===== config.mk =====
export PLATFORM = sky130hd
export DESIGN_NAME = ioevt_bank
export DESIGN_NICKNAME = d
export VERILOG_FILES = /design/src/hw/ioevt_pkg.sv /design/src/hw/ioevt_bank.sv
export SDC_FILE = /design/constraint.sdc
export NUM_CORES = 1
export LEC_CHECK = 0
export BUFFER_PORTS_ARGS = -buffer_cell sky130_fd_sc_hd__buf_2
export CAP_MARGIN = 20
export CELL_PAD_IN_SITES_DETAIL_PLACEMENT = 1
export CELL_PAD_IN_SITES_GLOBAL_PLACEMENT = 1
export CORE_AREA = 2 2 212 214
export CTS_BUF_LIST = sky130_fd_sc_hd__clkbuf_8
export CTS_CLUSTER_DIAMETER = 30
export DETAILED_ROUTE_END_ITERATION = 8
export DIE_AREA = 0 0 214 216
export MAX_ROUTING_LAYER = met4
export PLACE_DENSITY = 0.75
export REMOVE_ABC_BUFFERS = 1
export SKIP_LAST_GASP = 1
export SYNTH_ARGS = -nofsm -noshare
export SYNTH_HDL_FRONTEND = slang
export SYNTH_SLANG_ARGS = --single-unit
export TNS_END_PERCENT = 20

===== constraint.sdc =====
create_clock -name clk -period 13.6 [get_ports clk]
set_clock_uncertainty 0.15 [all_clocks]
set_input_delay 2.72 -clock clk [delete_from_list [all_inputs] [get_ports clk]]
set_output_delay 2.72 -clock clk [all_outputs]
set_load 0.01 [all_outputs]

===== src/hw/ioevt_pkg.sv =====
// Constants for the input event and configuration bank
package ioevt_pkg;
  // Register indices; byte address is four times the index
  localparam logic [5:0] IDX_IN4_EDGE = 6'h1c;
  localparam logic [5:0] IDX_IN5_EDGE = 6'h1d;
  localparam logic [5:0] IDX_IN6_EDGE = 6'h1e;
  localparam logic [5:0] IDX_IN7_EDGE = 6'h1f;
  localparam logic [5:0] IDX_SETTLE = 6'h20;
  localparam logic [5:0] IDX_AIN0_UP_MSB = 6'h21;
  localparam logic [5:0] IDX_AIN0_UP_LSB = 6'h22;
  localparam logic [5:0] IDX_AIN0_LO_MSB = 6'h23;
  localparam logic [5:0] IDX_AIN0_LO_LSB = 6'h24;
  localparam logic [5:0] IDX_AIN0_PERIOD = 6'h25;
  localparam logic [5:0] IDX_AIN1_UP_MSB = 6'h26;
  localparam logic [5:0] IDX_AIN1_UP_LSB = 6'h27;
  localparam logic [5:0] IDX_AIN1_LO_MSB = 6'h28;
  localparam logic [5:0] IDX_AIN1_LO_LSB = 6'h29;
  localparam logic [5:0] IDX_AIN1_PERIOD = 6'h2a;
  localparam logic [5:0] IDX_CTS_HOLD = 6'h2b;
  localparam logic [5:0] IDX_TRACKING = 6'h2c;
  localparam logic [5:0] IDX_SERIAL_ID0 = 6'h2d;
  localparam logic [5:0] IDX_SERIAL_ID3 = 6'h30;
  localparam logic [5:0] IDX_NET_GROUP0 = 6'h31;
  localparam logic [5:0] IDX_NET_GROUP3 = 6'h34;
  localparam logic [5:0] IDX_IRQ_STATUS = 6'h38;
  localparam logic [5:0] IDX_IRQ_MASK = 6'h39;
  localparam logic [5:0] IDX_CONTROL = 6'h3a;
  localparam logic [5:0] IDX_PIN_STATE = 6'h3b;

  // Values after reset
  localparam logic [7:0] RST_EDGE = 8'h00;
  localparam logic [7:0] RST_SETTLE = 8'h0a;
  localparam logic [2:0] RST_UP_MSB = 3'h7;
  localparam logic [7:0] RST_UP_LSB = 8'hff;
  localparam logic [2:0] RST_LO_MSB = 3'h0;
  localparam logic [7:0] RST_LO_LSB = 8'h00;
  localparam logic [7:0] RST_PERIOD = 8'h64;
  localparam logic [7:0] RST_CTS_HOLD = 8'h06;
  localparam logic [7:0] RST_TRACKING = 8'h00;
  localparam logic [31:0] RST_SERIAL_ID = 32'h00000000;
  localparam logic [31:0] RST_NET_GROUP = 32'h00000001;
  localparam logic [7:0] RST_IRQ_MASK = 8'h00;
  localparam logic [6:0] RST_CONTROL = 7'h0f;

  // Control register fields
  localparam int CTL_GATEWAY = 4;
  localparam int CTL_AIN0_ON = 5;

  // Edge trigger codes
  localparam logic [7:0] TRIG_RISE = 8'h01;
  localparam logic [7:0] TRIG_FALL = 8'h02;
  localparam logic [7:0] TRIG_BOTH = 8'h03;

  // Timing
  localparam int CLK_PERIOD_NS = 10;
  localparam int MS_TIME_NS = 1000000;
  localparam int MS_CYCLES = MS_TIME_NS / CLK_PERIOD_NS;
  localparam logic [3:0] MS_PER_UNIT = 4'ha;
endpackage


===== src/hw/ioevt_bank.sv =====
// Input event logic, analogue level triggers and configuration registers
// Overview of operation
// - Each enabled digital input raises an event by its code: 0 none, 1 rise, 2 fall, 3 both, other codes none.
// - All digital inputs share one settle time of 0 to 255 ms, 10 ms after reset, before a change is accepted.
// - Each analogue input has an 11-bit upper level, upper byte 0 to 7 and lower byte 0 to 255, reset to 7 and 255.
// - Each analogue input has an 11-bit lower level of the same format, both bytes reset to zero.
// - Clear-to-send is held off for a time in 10 ms units, 6 after reset, only in gateway mode.
// - The serial id is four bytes, least significant first, and all zeros is invalid.
// - A clear-to-send hold time of zero acts as one.
// - The network group id is four bytes, least significant first, and all zeros is invalid.
`timescale 1ns/100ps
module ioevt_bank #(
  parameter int MS_CYCLES = ioevt_pkg::MS_CYCLES
) (
  // Clock and reset
  input wire logic clk,
  input wire logic reset,
  // APB slave
  input wire logic psel,
  input wire logic penable,
  input wire logic pwrite,
  input wire logic [7:0] paddr,
  input wire logic [31:0] pwdata,
  output logic [31:0] prdata,
  output logic pready,
  output logic pslverr,
  // Digital inputs 4 to 7 and analogue samples
  input wire logic [3:0] input_pin,
  input wire logic [10:0] ain0_value,
  input wire logic [10:0] ain1_value,
  // Serial flow control
  input wire logic serial_busy,
  output logic clear_to_send,
  // Identity and feature outputs
  output logic tracking_enable,
  output logic [31:0] serial_id,
  output logic serial_id_valid,
  output logic [31:0] network_group,
  output logic network_group_valid,
  // Interrupt
  output logic irq
);
  import ioevt_pkg::*;

  logic [7:0] edge_sel [4];
  logic [7:0] settle_time;
  logic [2:0] up_msb [2];
  logic [7:0] up_lsb [2];
  logic [2:0] lo_msb [2];
  logic [7:0] lo_lsb [2];
  logic [7:0] period [2];
  logic [7:0] cts_hold;
  logic [7:0] irq_status;
  logic [7:0] irq_mask;
  logic [6:0] control;
  logic [10:0] ain_value [2];
  logic [3:0] stable;
  logic [3:0] dig_event;
  logic [3:0] ana_event;
  logic [31:0] rdata;
  logic rd_unmapped;
  logic [5:0] idx;
  logic setup;
  logic access;
  logic wr;
  logic bad_req;
  logic status_read;
  logic [31:0] ms_count;
  logic ms_tick;
  logic [3:0] unit_count;
  logic unit_tick;
  logic [7:0] cts_count;

  assign ain_value[0] = ain0_value;
  assign ain_value[1] = ain1_value;
  assign idx = paddr[7:2];
  assign setup = psel & penable & ~pready;
  assign access = psel & penable & pready;
  assign wr = access & pwrite & ~pslverr;
  // Unmapped index or misaligned byte address; refused with zero data
  assign bad_req = rd_unmapped | (paddr[1:0] != 2'h0);
  assign status_read = access & ~pwrite & (idx == IDX_IRQ_STATUS);

  // One wait state; data and error are registered with pready
  always_ff @(posedge clk or posedge reset) begin
    if (reset) begin
      pready <= 1'b0;
      prdata <= 32'h00000000;
      pslverr <= 1'b0;
    end else begin
      pready <= setup;
      // Error stands for the pready cycle only
      pslverr <= setup & bad_req;
      if (setup) begin
        prdata <= (pwrite | bad_req) ? 32'h00000000 : rdata;
      end
    end
  end

  always_comb begin
    rdata = 32'h00000000;
    rd_unmapped = 1'b0;
    case (idx)
      IDX_IN4_EDGE: rdata[7:0] = edge_sel[0];
      IDX_IN5_EDGE: rdata[7:0] = edge_sel[1];
      IDX_IN6_EDGE: rdata[7:0] = edge_sel[2];
      IDX_IN7_EDGE: rdata[7:0] = edge_sel[3];
      IDX_SETTLE: rdata[7:0] = settle_time;
      IDX_AIN0_UP_MSB: rdata[2:0] = up_msb[0];
      IDX_AIN0_UP_LSB: rdata[7:0] = up_lsb[0];
      IDX_AIN0_LO_MSB: rdata[2:0] = lo_msb[0];
      IDX_AIN0_LO_LSB: rdata[7:0] = lo_lsb[0];
      IDX_AIN0_PERIOD: rdata[7:0] = period[0];
      IDX_AIN1_UP_MSB: rdata[2:0] = up_msb[1];
      IDX_AIN1_UP_LSB: rdata[7:0] = up_lsb[1];
      IDX_AIN1_LO_MSB: rdata[2:0] = lo_msb[1];
      IDX_AIN1_LO_LSB: rdata[7:0] = lo_lsb[1];
      IDX_AIN1_PERIOD: rdata[7:0] = period[1];
      IDX_CTS_HOLD: rdata[7:0] = cts_hold;
      IDX_TRACKING: rdata[0] = tracking_enable;
      IDX_SERIAL_ID0: rdata[7:0] = serial_id[7:0];
      IDX_SERIAL_ID0 + 6'h1: rdata[7:0] = serial_id[15:8];
      IDX_SERIAL_ID0 + 6'h2: rdata[7:0] = serial_id[23:16];
      IDX_SERIAL_ID3: rdata[7:0] = serial_id[31:24];
      IDX_NET_GROUP0: rdata[7:0] = network_group[7:0];
      IDX_NET_GROUP0 + 6'h1: rdata[7:0] = network_group[15:8];
      IDX_NET_GROUP0 + 6'h2: rdata[7:0] = network_group[23:16];
      IDX_NET_GROUP3: rdata[7:0] = network_group[31:24];
      IDX_IRQ_STATUS: rdata[7:0] = irq_status;
      IDX_IRQ_MASK: rdata[7:0] = irq_mask;
      IDX_CONTROL: rdata[6:0] = control;
      IDX_PIN_STATE: rdata[6:0] = {cts_count != 8'h00, network_group_valid,
                                   serial_id_valid, stable};
      default: rd_unmapped = 1'b1;
    endcase
  end

  // Configuration writes take effect on the access edge only
  always_ff @(posedge clk or posedge reset) begin
    if (reset) begin
      for (int i = 0; i < 4; i++) begin
        edge_sel[i] <= RST_EDGE;
      end
      for (int i = 0; i < 2; i++) begin
        up_msb[i] <= RST_UP_MSB;
        up_lsb[i] <= RST_UP_LSB;
        lo_msb[i] <= RST_LO_MSB;
        lo_lsb[i] <= RST_LO_LSB;
        period[i] <= RST_PERIOD;
      end
      settle_time <= RST_SETTLE;
      cts_hold <= RST_CTS_HOLD;
      tracking_enable <= RST_TRACKING[0];
      irq_mask <= RST_IRQ_MASK;
      control <= RST_CONTROL;
    end else if (wr) begin
      case (idx)
        IDX_IN4_EDGE: edge_sel[0] <= pwdata[7:0];
        IDX_IN5_EDGE: edge_sel[1] <= pwdata[7:0];
        IDX_IN6_EDGE: edge_sel[2] <= pwdata[7:0];
        IDX_IN7_EDGE: edge_sel[3] <= pwdata[7:0];
        IDX_SETTLE: settle_time <= pwdata[7:0];
        // Upper byte beyond 7 is clipped to 7
        IDX_AIN0_UP_MSB: up_msb[0] <= |pwdata[7:3] ? 3'h7 : pwdata[2:0];
        IDX_AIN0_UP_LSB: up_lsb[0] <= pwdata[7:0];
        IDX_AIN0_LO_MSB: lo_msb[0] <= |pwdata[7:3] ? 3'h7 : pwdata[2:0];
        IDX_AIN0_LO_LSB: lo_lsb[0] <= pwdata[7:0];
        IDX_AIN0_PERIOD: period[0] <= pwdata[7:0];
        IDX_AIN1_UP_MSB: up_msb[1] <= |pwdata[7:3] ? 3'h7 : pwdata[2:0];
        IDX_AIN1_UP_LSB: up_lsb[1] <= pwdata[7:0];
        IDX_AIN1_LO_MSB: lo_msb[1] <= |pwdata[7:3] ? 3'h7 : pwdata[2:0];
        IDX_AIN1_LO_LSB: lo_lsb[1] <= pwdata[7:0];
        IDX_AIN1_PERIOD: period[1] <= pwdata[7:0];
        IDX_CTS_HOLD: cts_hold <= pwdata[7:0];
        IDX_TRACKING: tracking_enable <= pwdata[0];
        IDX_IRQ_MASK: irq_mask <= pwdata[7:0];
        IDX_CONTROL: control <= pwdata[6:0];
        default: ;
      endcase
    end
  end

  // Identity bytes, least significant byte at the lowest index;
  // a multi-byte value is only coherent after its last byte
  always_ff @(posedge clk or posedge reset) begin
    if (reset) begin
      serial_id <= RST_SERIAL_ID;
      network_group <= RST_NET_GROUP;
    end else if (wr) begin
      case (idx)
        IDX_SERIAL_ID0: serial_id[7:0] <= pwdata[7:0];
        IDX_SERIAL_ID0 + 6'h1: serial_id[15:8] <= pwdata[7:0];
        IDX_SERIAL_ID0 + 6'h2: serial_id[23:16] <= pwdata[7:0];
        IDX_SERIAL_ID3: serial_id[31:24] <= pwdata[7:0];
        IDX_NET_GROUP0: network_group[7:0] <= pwdata[7:0];
        IDX_NET_GROUP0 + 6'h1: network_group[15:8] <= pwdata[7:0];
        IDX_NET_GROUP0 + 6'h2: network_group[23:16] <= pwdata[7:0];
        IDX_NET_GROUP3: network_group[31:24] <= pwdata[7:0];
        default: ;
      endcase
    end
  end

  // Validity is registered, so it follows a write by one cycle
  always_ff @(posedge clk or posedge reset) begin
    if (reset) begin
      serial_id_valid <= 1'b0;
      network_group_valid <= 1'b0;
    end else begin
      serial_id_valid <= serial_id != 32'h00000000;
      network_group_valid <= network_group != 32'h00000000;
    end
  end

  // Millisecond and 10 ms time base
  // Ticks are registered, so every user sees the same phase
  always_ff @(posedge clk or posedge reset) begin
    if (reset) begin
      ms_count <= 32'h00000000;
      ms_tick <= 1'b0;
      unit_count <= 4'h0;
      unit_tick <= 1'b0;
    end else begin
      ms_tick <= ms_count == 32'(MS_CYCLES - 1);
      ms_count <= (ms_count == 32'(MS_CYCLES - 1)) ? 32'h00000000
                                                   : ms_count + 32'h1;
      unit_tick <= ms_tick && unit_count == MS_PER_UNIT - 4'h1;
      if (ms_tick) begin
        unit_count <= (unit_count == MS_PER_UNIT - 4'h1) ? 4'h0
                                                         : unit_count + 4'h1;
      end
    end
  end

  // Digital inputs: settle filter and edge events
  for (genvar g = 0; g < 4; g++) begin : g_din
    logic [7:0] settle_count;
    logic accept;
    // A pin that bounces back restarts its count
    assign accept = input_pin[g] != stable[g] && settle_count >= settle_time;
    always_ff @(posedge clk or posedge reset) begin
      if (reset) begin
        stable[g] <= 1'b0;
        settle_count <= 8'h00;
      end else if (input_pin[g] == stable[g]) begin
        settle_count <= 8'h00;
      end else if (accept) begin
        stable[g] <= input_pin[g];
        settle_count <= 8'h00;
      end else if (ms_tick) begin
        settle_count <= settle_count + 8'h01;
      end
    end
    // Codes above 3 match no case and give no event
    always_comb begin
      dig_event[g] = 1'b0;
      if (accept && control[g]) begin
        case (edge_sel[g])
          TRIG_RISE: dig_event[g] = input_pin[g];
          TRIG_FALL: dig_event[g] = ~input_pin[g];
          TRIG_BOTH: dig_event[g] = 1'b1;
          default: dig_event[g] = 1'b0;
        endcase
      end
    end
  end

  // Analogue inputs: periodic sample against both levels
  for (genvar a = 0; a < 2; a++) begin : g_ain
    logic [7:0] tick_count;
    logic [7:0] eff_period;
    logic above;
    logic below;
    logic sample_now;
    logic [10:0] upper;
    logic [10:0] lower;
    assign upper = {up_msb[a], up_lsb[a]};
    assign lower = {lo_msb[a], lo_lsb[a]};
    // A zero period runs as one unit, so it samples every unit
    assign eff_period = (period[a] == 8'h00) ? 8'h01 : period[a];
    assign sample_now = unit_tick && control[CTL_AIN0_ON + a]
                        && tick_count + 8'h01 >= eff_period;
    // The first unit after enabling may be partial
    always_ff @(posedge clk or posedge reset) begin
      if (reset) begin
        tick_count <= 8'h00;
        above <= 1'b0;
        below <= 1'b0;
      end else if (!control[CTL_AIN0_ON + a]) begin
        tick_count <= 8'h00;
        above <= 1'b0;
        below <= 1'b0;
      end else if (sample_now) begin
        tick_count <= 8'h00;
        above <= ain_value[a] > upper;
        below <= ain_value[a] < lower;
      end else if (unit_tick) begin
        tick_count <= tick_count + 8'h01;
      end
    end
    // Events fire on entering a region, not while staying in it
    assign ana_event[2 * a] = sample_now && !above
                              && ain_value[a] > upper;
    assign ana_event[2 * a + 1] = sample_now && !below
                                  && ain_value[a] < lower;
  end

  // Clear-to-send hold after the serial path frees up
  // Hold reloads while busy, so it counts from the end of busy
  always_ff @(posedge clk or posedge reset) begin
    if (reset) begin
      cts_count <= 8'h00;
      clear_to_send <= 1'b0;
    end else begin
      if (serial_busy) begin
        cts_count <= (cts_hold == 8'h00) ? 8'h01 : cts_hold;
      end else if (unit_tick && cts_count != 8'h00) begin
        cts_count <= cts_count - 8'h01;
      end
      clear_to_send <= !serial_busy && (cts_count == 8'h00
                       || !control[CTL_GATEWAY]);
    end
  end

  // Sticky event status, cleared by a read; a new event wins
  always_ff @(posedge clk or posedge reset) begin
    if (reset) begin
      irq_status <= 8'h00;
      irq <= 1'b0;
    end else begin
      // Clear only the bits the read returned: an event that lands between
      // data capture and the access edge stays pending
      if (status_read) begin
        irq_status <= (irq_status & ~prdata[7:0]) | {ana_event, dig_event};
      end else begin
        irq_status <= irq_status | {ana_event, dig_event};
      end
      irq <= |(irq_status & irq_mask);
    end
  end
endmodule


---- Yosys cells after proc, flatten, opt, wreduce, memory -nomap -nowiden ----
Index checks and enable logic that the tools add are counted.
cells by class
  reduce and logical (&&, ||, !) cells .... 77
  bitwise logic cells ..................... 26
  add/subtract/negate cells ............... 9
  equality and inequality tests ........... 55
  order comparisons ....................... 10
  multiplexer cells ....................... 49
operators by type and width
  kind                     number
  $mux W8                  25
  $eq A6 B6 Y1 const B     25
  $pmux W4 S24             1
  $eq A8 B2 Y1 const B     8
  $reduce_bool A32 Y1      2
  $reduce_and A2 Y1        31
  $pmux W2 S28             1
  $add A8 B1 Y8 const B    6
  $ge A8 B8 Y1             6
  $add A32 B1 Y32 const B  1
  $eq A32 B17 Y1 const B   1
  $eq A8 B1 Y1 const B     4
  $logic_not A8 Y1         4
  $mux W32                 1
  $pmux W1 S29             1
  $reduce_or A29 Y1        1
  $eq A6 B5 Y1 const B     4
  $logic_and A1 B1 Y1      23
  $gt A11 B11 Y1           2
  $lt A11 B11 Y1           2
  $pmux W1 S22             1
  $and A8 B8 Y8            2
  $or A8 B8 Y8             2
  $mux W1                  13
  other kinds (21)         59
storage, ports and cells
  bits of input ports ..................... 72
  output and inout bits ................... 103
  register bits ........................... 336

---- Logic depth before layout (Yosys ltp) ----
  depth after elaboration ................. 8
  depth in mapped cells ................... 10

---- Worst setup path before layout ----
No wires, ideal clock.
  path kind ............................... in2reg
  from .................................... input paddr[3]
  to ...................................... register network_group[24]
  data arrival time ....................... 4171 ps
  stages on the path ...................... 6
  path slack .............................. 9151 ps
  required time ........................... 13322 ps
  path buffers ............................ 2
  setup time .............................. 128 ps
  cells stage by stage .................... or2_1 -> buf_2 -> nor4b_4 -> nor2b_1 -> buf_4 -> mux2_1
between the ends
  word-level cells in the longest chain between the ends .. 2
ends and longest elaborated chain
  element                             RTL line           RTL
  start, declared                     ioevt_bank.sv:22   input wire logic [7:0] paddr,
  $eq A6 B6 Y1                        ioevt_bank.sv:190  case (idx)
  $reduce_and A2 Y1 (no source line)  --
  end signal, assigned                ioevt_bank.sv:198  IDX_NET_GROUP3: network_group[31:24] <= pwdata[7:0];
  end, declared                       ioevt_bank.sv:38   output logic [31:0] network_group,
No other way between the ends.
A chain may end at the register's enable or synchronous reset.

---- Worst setup path after layout ----
  from .................................... input paddr[2]
  to ...................................... register prdata[0]
between the ends
  word-level cells in the longest chain between the ends .. 6
  elaborated cells on any way between the ends .. 35
  classes of those cells .................. eq/ne (29); mux (3); bitwise (2); reduce/logical (1)
ends and longest elaborated chain
  element                                              RTL line           RTL
  $eq A6 B6 Y1 / $eq A6 B5 Y1 (equally long branches)  ioevt_bank.sv:103  case (idx)
  $reduce_or A29 Y1 (no source line)                   --
  $mux W1                                              ioevt_bank.sv:103
  $or A1 B1 Y1                                         ioevt_bank.sv:81   assign bad_req = rd_unmapped | (paddr[1:0] != 2'h0);
  $or A1 B1 Y1                                         ioevt_bank.sv:95   prdata <= (pwrite | bad_req) ? 32'h00000000 : rdata;
  $mux W8 *                                            ioevt_bank.sv:95
  end signal, assigned                                 ioevt_bank.sv:95
  end, declared                                        ioevt_bank.sv:24   output logic [31:0] prdata,
Mark *: on every way between the ends. The rest lies on a longest branch, timed or not.

==> impl_metrics.csv <==
group,metric,value,unit
status,status,"completed",
place,portBuffers,126,
timing,slew_violations,0,
setup_path,reg2reg_slack,10.57,ns
place,place.gp.congestion,0.997,
setup_path,crit_chain,"buf_2 -> or2_1 -> nor2_1 -> a2111oi_0 -> nand3_1 -> o32a_1",
logic_synthesis,avgSynthCellArea,10.5,um2
setup_path,crit_fanout,24,
logic_synthesis,synth_top_area_share,39.7,%
logic_synthesis,ys.flop_type,"dfrtp_1",
detailed_routing,vias,14400,
logic_synthesis,yosys_warnings,0,
global_route,grt_pass1_wl,96300,um
clocking,hold_buffers,0,
final_layout,fin_util,46.6,%
clocking,htreeDepth,3,
setup_path,required,13.97,ns
timing,rsz0062_at_grt,"false",
clocking,cts-root-buf,"clkbuf_8",
setup_path,r2r-end,"g_ain[0].tick_count[4]$_DFFE_PP0P_",
logic_synthesis,ys_seq_elements,312,
die,fp.dieH,216,um
timing,post-route-min-period,5.34,ns
die,start_util,39.5,%
global_route,grtUsageTotal,28.6,%
pwr,internal_power,1910,uW
global_route,grt_overflow_total,0,
final_layout,area_growth,17.9,%
timing,max_slew_margin,12.7,%
final_layout,stdcell_count,2465,
global_route,grt_max_degree,109,
detailed_routing,drt-total-wl,63700,um
setup_path,critPathKind,"primary input to register",
pwr,ir_worst_vdd,0.0735,mV
detailed_routing,drc,0,
global_route,antenna_found_initial,1,
clocking,clock_latency,0.65,ns
pwr,power_frac_comb,5.1,%
clocking,post-cts-setup-buffers,0,
setup_path,crit_end,"prdata[0]$_DFFE_PP0P_",
place,dpl_cell_area,18400,um2
pwr,leakage,0.0101,uW
clocking,cts_resized,0,
die,num_rows,77,
clocking,cts_buffers,84,
clocking,path_clk_slew,0.05,ns
clocking,cts_tree,"done",
job,maxCapViolations,0,
setup_path,r2r_start,"period[11]$_DFFE_PP0P_",
final_layout,nFillCells,4848,
logic_synthesis,synth_most_common_cell,"dfrtp_1",
die,core,43800,um2
setup_path,startpoint_type,"primary input",
setup_path,cp-end-kind,"register",
logic_synthesis,synth_area_leaders,"dfrtp_1 (40%), mux2_2 (7.9%), ha_1 (7.2%)",
logic_synthesis,ys_types,86,
logic_synthesis,synthTopCellsByCount,"dfrtp_1 (275), nand2_1 (132), mux2_2 (122), nor2_1 (108), ha_1 (99)",
timing,max_freq,187,MHz
pwr,seqPwrFrac,37.8,%
setup_path,worstRegToRegCells,8,
detailed_routing,drt-vias-per-instance,5.83,
clocking,cts.sinks,312,
final_layout,final_nets,1972,
worst_hold_path,holdCritPathClass,"register to register",
final_layout,fin_area,20400,um2
die,die_w,214,um
clocking,cts.path.max_buffers,3,
final_layout,drive_above_1_share,26.2,%
die,dieArea,46200,um2
logic_synthesis,synth_edf_count,0,
pwr,sw_frac_of_total,24.7,%
timing,fin_crit_sh,39.3,%
logic_synthesis,synthArstFlopShare,100,%
timing,worstMarginPinSlew,1.31,ns
logic_synthesis,seq_area_frac_synth,45.3,%
pwr,switchingPower,627,uW
detailed_routing,initialDrtViolationCount,1116,
setup_path,cp.arrival,5.71,ns
logic_synthesis,syn_area,17300,um2
timing,finalSetupViolCount,0,
place,hpwlAfterDp,46100,um
global_route,grt_pass1_vias,15200,
detailed_routing,firstDrtPassIters,5,
setup_path,slowest_stage,"a2111oi_0",
timing,finalSetupTns,0,ns
logic_synthesis,yosysTopAreaCell,"dfrtp_1",
detailed_routing,wl_per_cell,25.8,um
place,dp.cells,2307,
detailed_routing,ant_nets,0,
setup_path,slowest_delay,0.83,ns
setup_path,crit_path_start,"paddr[2]",
die,pin_count,175,
logic_synthesis,synthCells,1644,
timing,hold_viol_final,0,
pwr,p_per_area,124,nW/um2
pwr,clockPowerShare,57.1,%
[cell type report]
cell class / instances / area (um2) / share of cell area (%)
inverter: 82 / 315 / 1.54
multi-input combinational: 1178 / 8730 / 42.7
sequential: 312 / 7850 / 38.5
tap: 592 / 741 / 3.63
antenna: 2 / 5.00 / 0.0245
clock inverter: 55 / 633 / 3.10
clock buffer: 101 / 1390 / 6.81
timing repair buffer: 143 / 758 / 3.71
[sequential cells by signal (all words and copies together), names as in the netlist, 7 cells and up]
name and flops:
g_ain.tick_count 16, serial_id 32, ms_count 32, cts_count 8, settle_time 8, control 7
cts_hold 8, irq_mask 8, g_din.settle_count 32, edge_sel 32, irq_status 8, g_ain.upper 22
network_group 32, period 16, prdata 8, g_ain.lower 22
[power groups by stage]
stage | clock [uW] | sequential [uW] | combinational [uW]
finish | 1450 | 958 | 130
global route | 1520 | 957 | 141
CTS | 1470 | 957 | 130
detailed placement | 0 | 972 | 129
global placement | 0 | 971 | 124
floorplan | 0 | 966 | 63.2
[stage by stage]
stage          worst slack, ns  hold WS [ns]  power, uW
4_1_cts                   8.33         0.317       2560
5_1_grt                   8.28         0.343       2620
2_1_floorplan             2.16         0.273       1030
3_5_place_dp              7.68         0.308       1100
6_report                  8.26         0.320       2530
3_3_place_gp              7.74         0.292       1100
[critical path: cells and delay by family]
kind / cells / cell delay [ns]
simple gates: 3 / 1.26
compound gates: 2 / 1.19
buf+inv: 1 / 0.51
[logic make-up (layout without fill, tap and decap cells)]
logic type,after synthesis,after routing,share of synthesized area (%)
AOI/OAI and AO/OA,274,274,11.0
and+or+nand+nor,554,554,17.7
other,1,26,0.0216
xor gates and xnor gates,82,82,4.15
adders and majority gates,99,99,7.15
buffers and inverters,177,381,4.79
DFF,312,312,45.3
muxes,145,145,9.91
[worst min path at each step]
stage / endpoint / startpoint / cells after the start
global placement: irq_status[7]$_DFF_PP0_ / g_ain[1].below$_DFFE_PP0P_ / 1
finish: irq_status[7]$_DFF_PP0_ / g_ain[1].below$_DFFE_PP0P_ / 1
detailed placement: irq_status[7]$_DFF_PP0_ / g_ain[1].below$_DFFE_PP0P_ / 1
floorplan: clear_to_send$_DFF_PP0_ / control[4]$_DFFE_PP0P_ / 1
CTS: irq_status[7]$_DFF_PP0_ / g_ain[1].below$_DFFE_PP0P_ / 1
global route: irq_status[7]$_DFF_PP0_ / g_ain[1].below$_DFFE_PP0P_ / 1
[routing by layer]
layer | routed length, um | global-route usage [%]
met5 | 0 | -
met4 | 2390 | 11.1
met2 | 30500 | 46.1
met1 | 26700 | 35.4
met3 | 4130 | 5.51
[layout by cell type (no fill, tap or decap), drive strengths merged, types with 8 or more instances in the layout]
cell type and count:
nor2b 24, o211ai 9, nand3b 11, and2 13, nand3 61, a221oi 8
a21oi 38, nor3 32, clkinv 21, clkinvlp 9, a22o 17, and3 48
a22oi 41, conb 24, bufinv 13, mux2 132, mux4 8, nor2 115
nor4b 8, buf 143, ha 99, nand2b 10, nand2 133, dfrtp 275
nor4 33, clkbuf 101, a21o 10, dfstp 37, a32oi 11, o21ai 77
xor2 43, nand4 35, inv 94, xnor2 39
No activity file was read; power rests on OpenSTA's default activity.
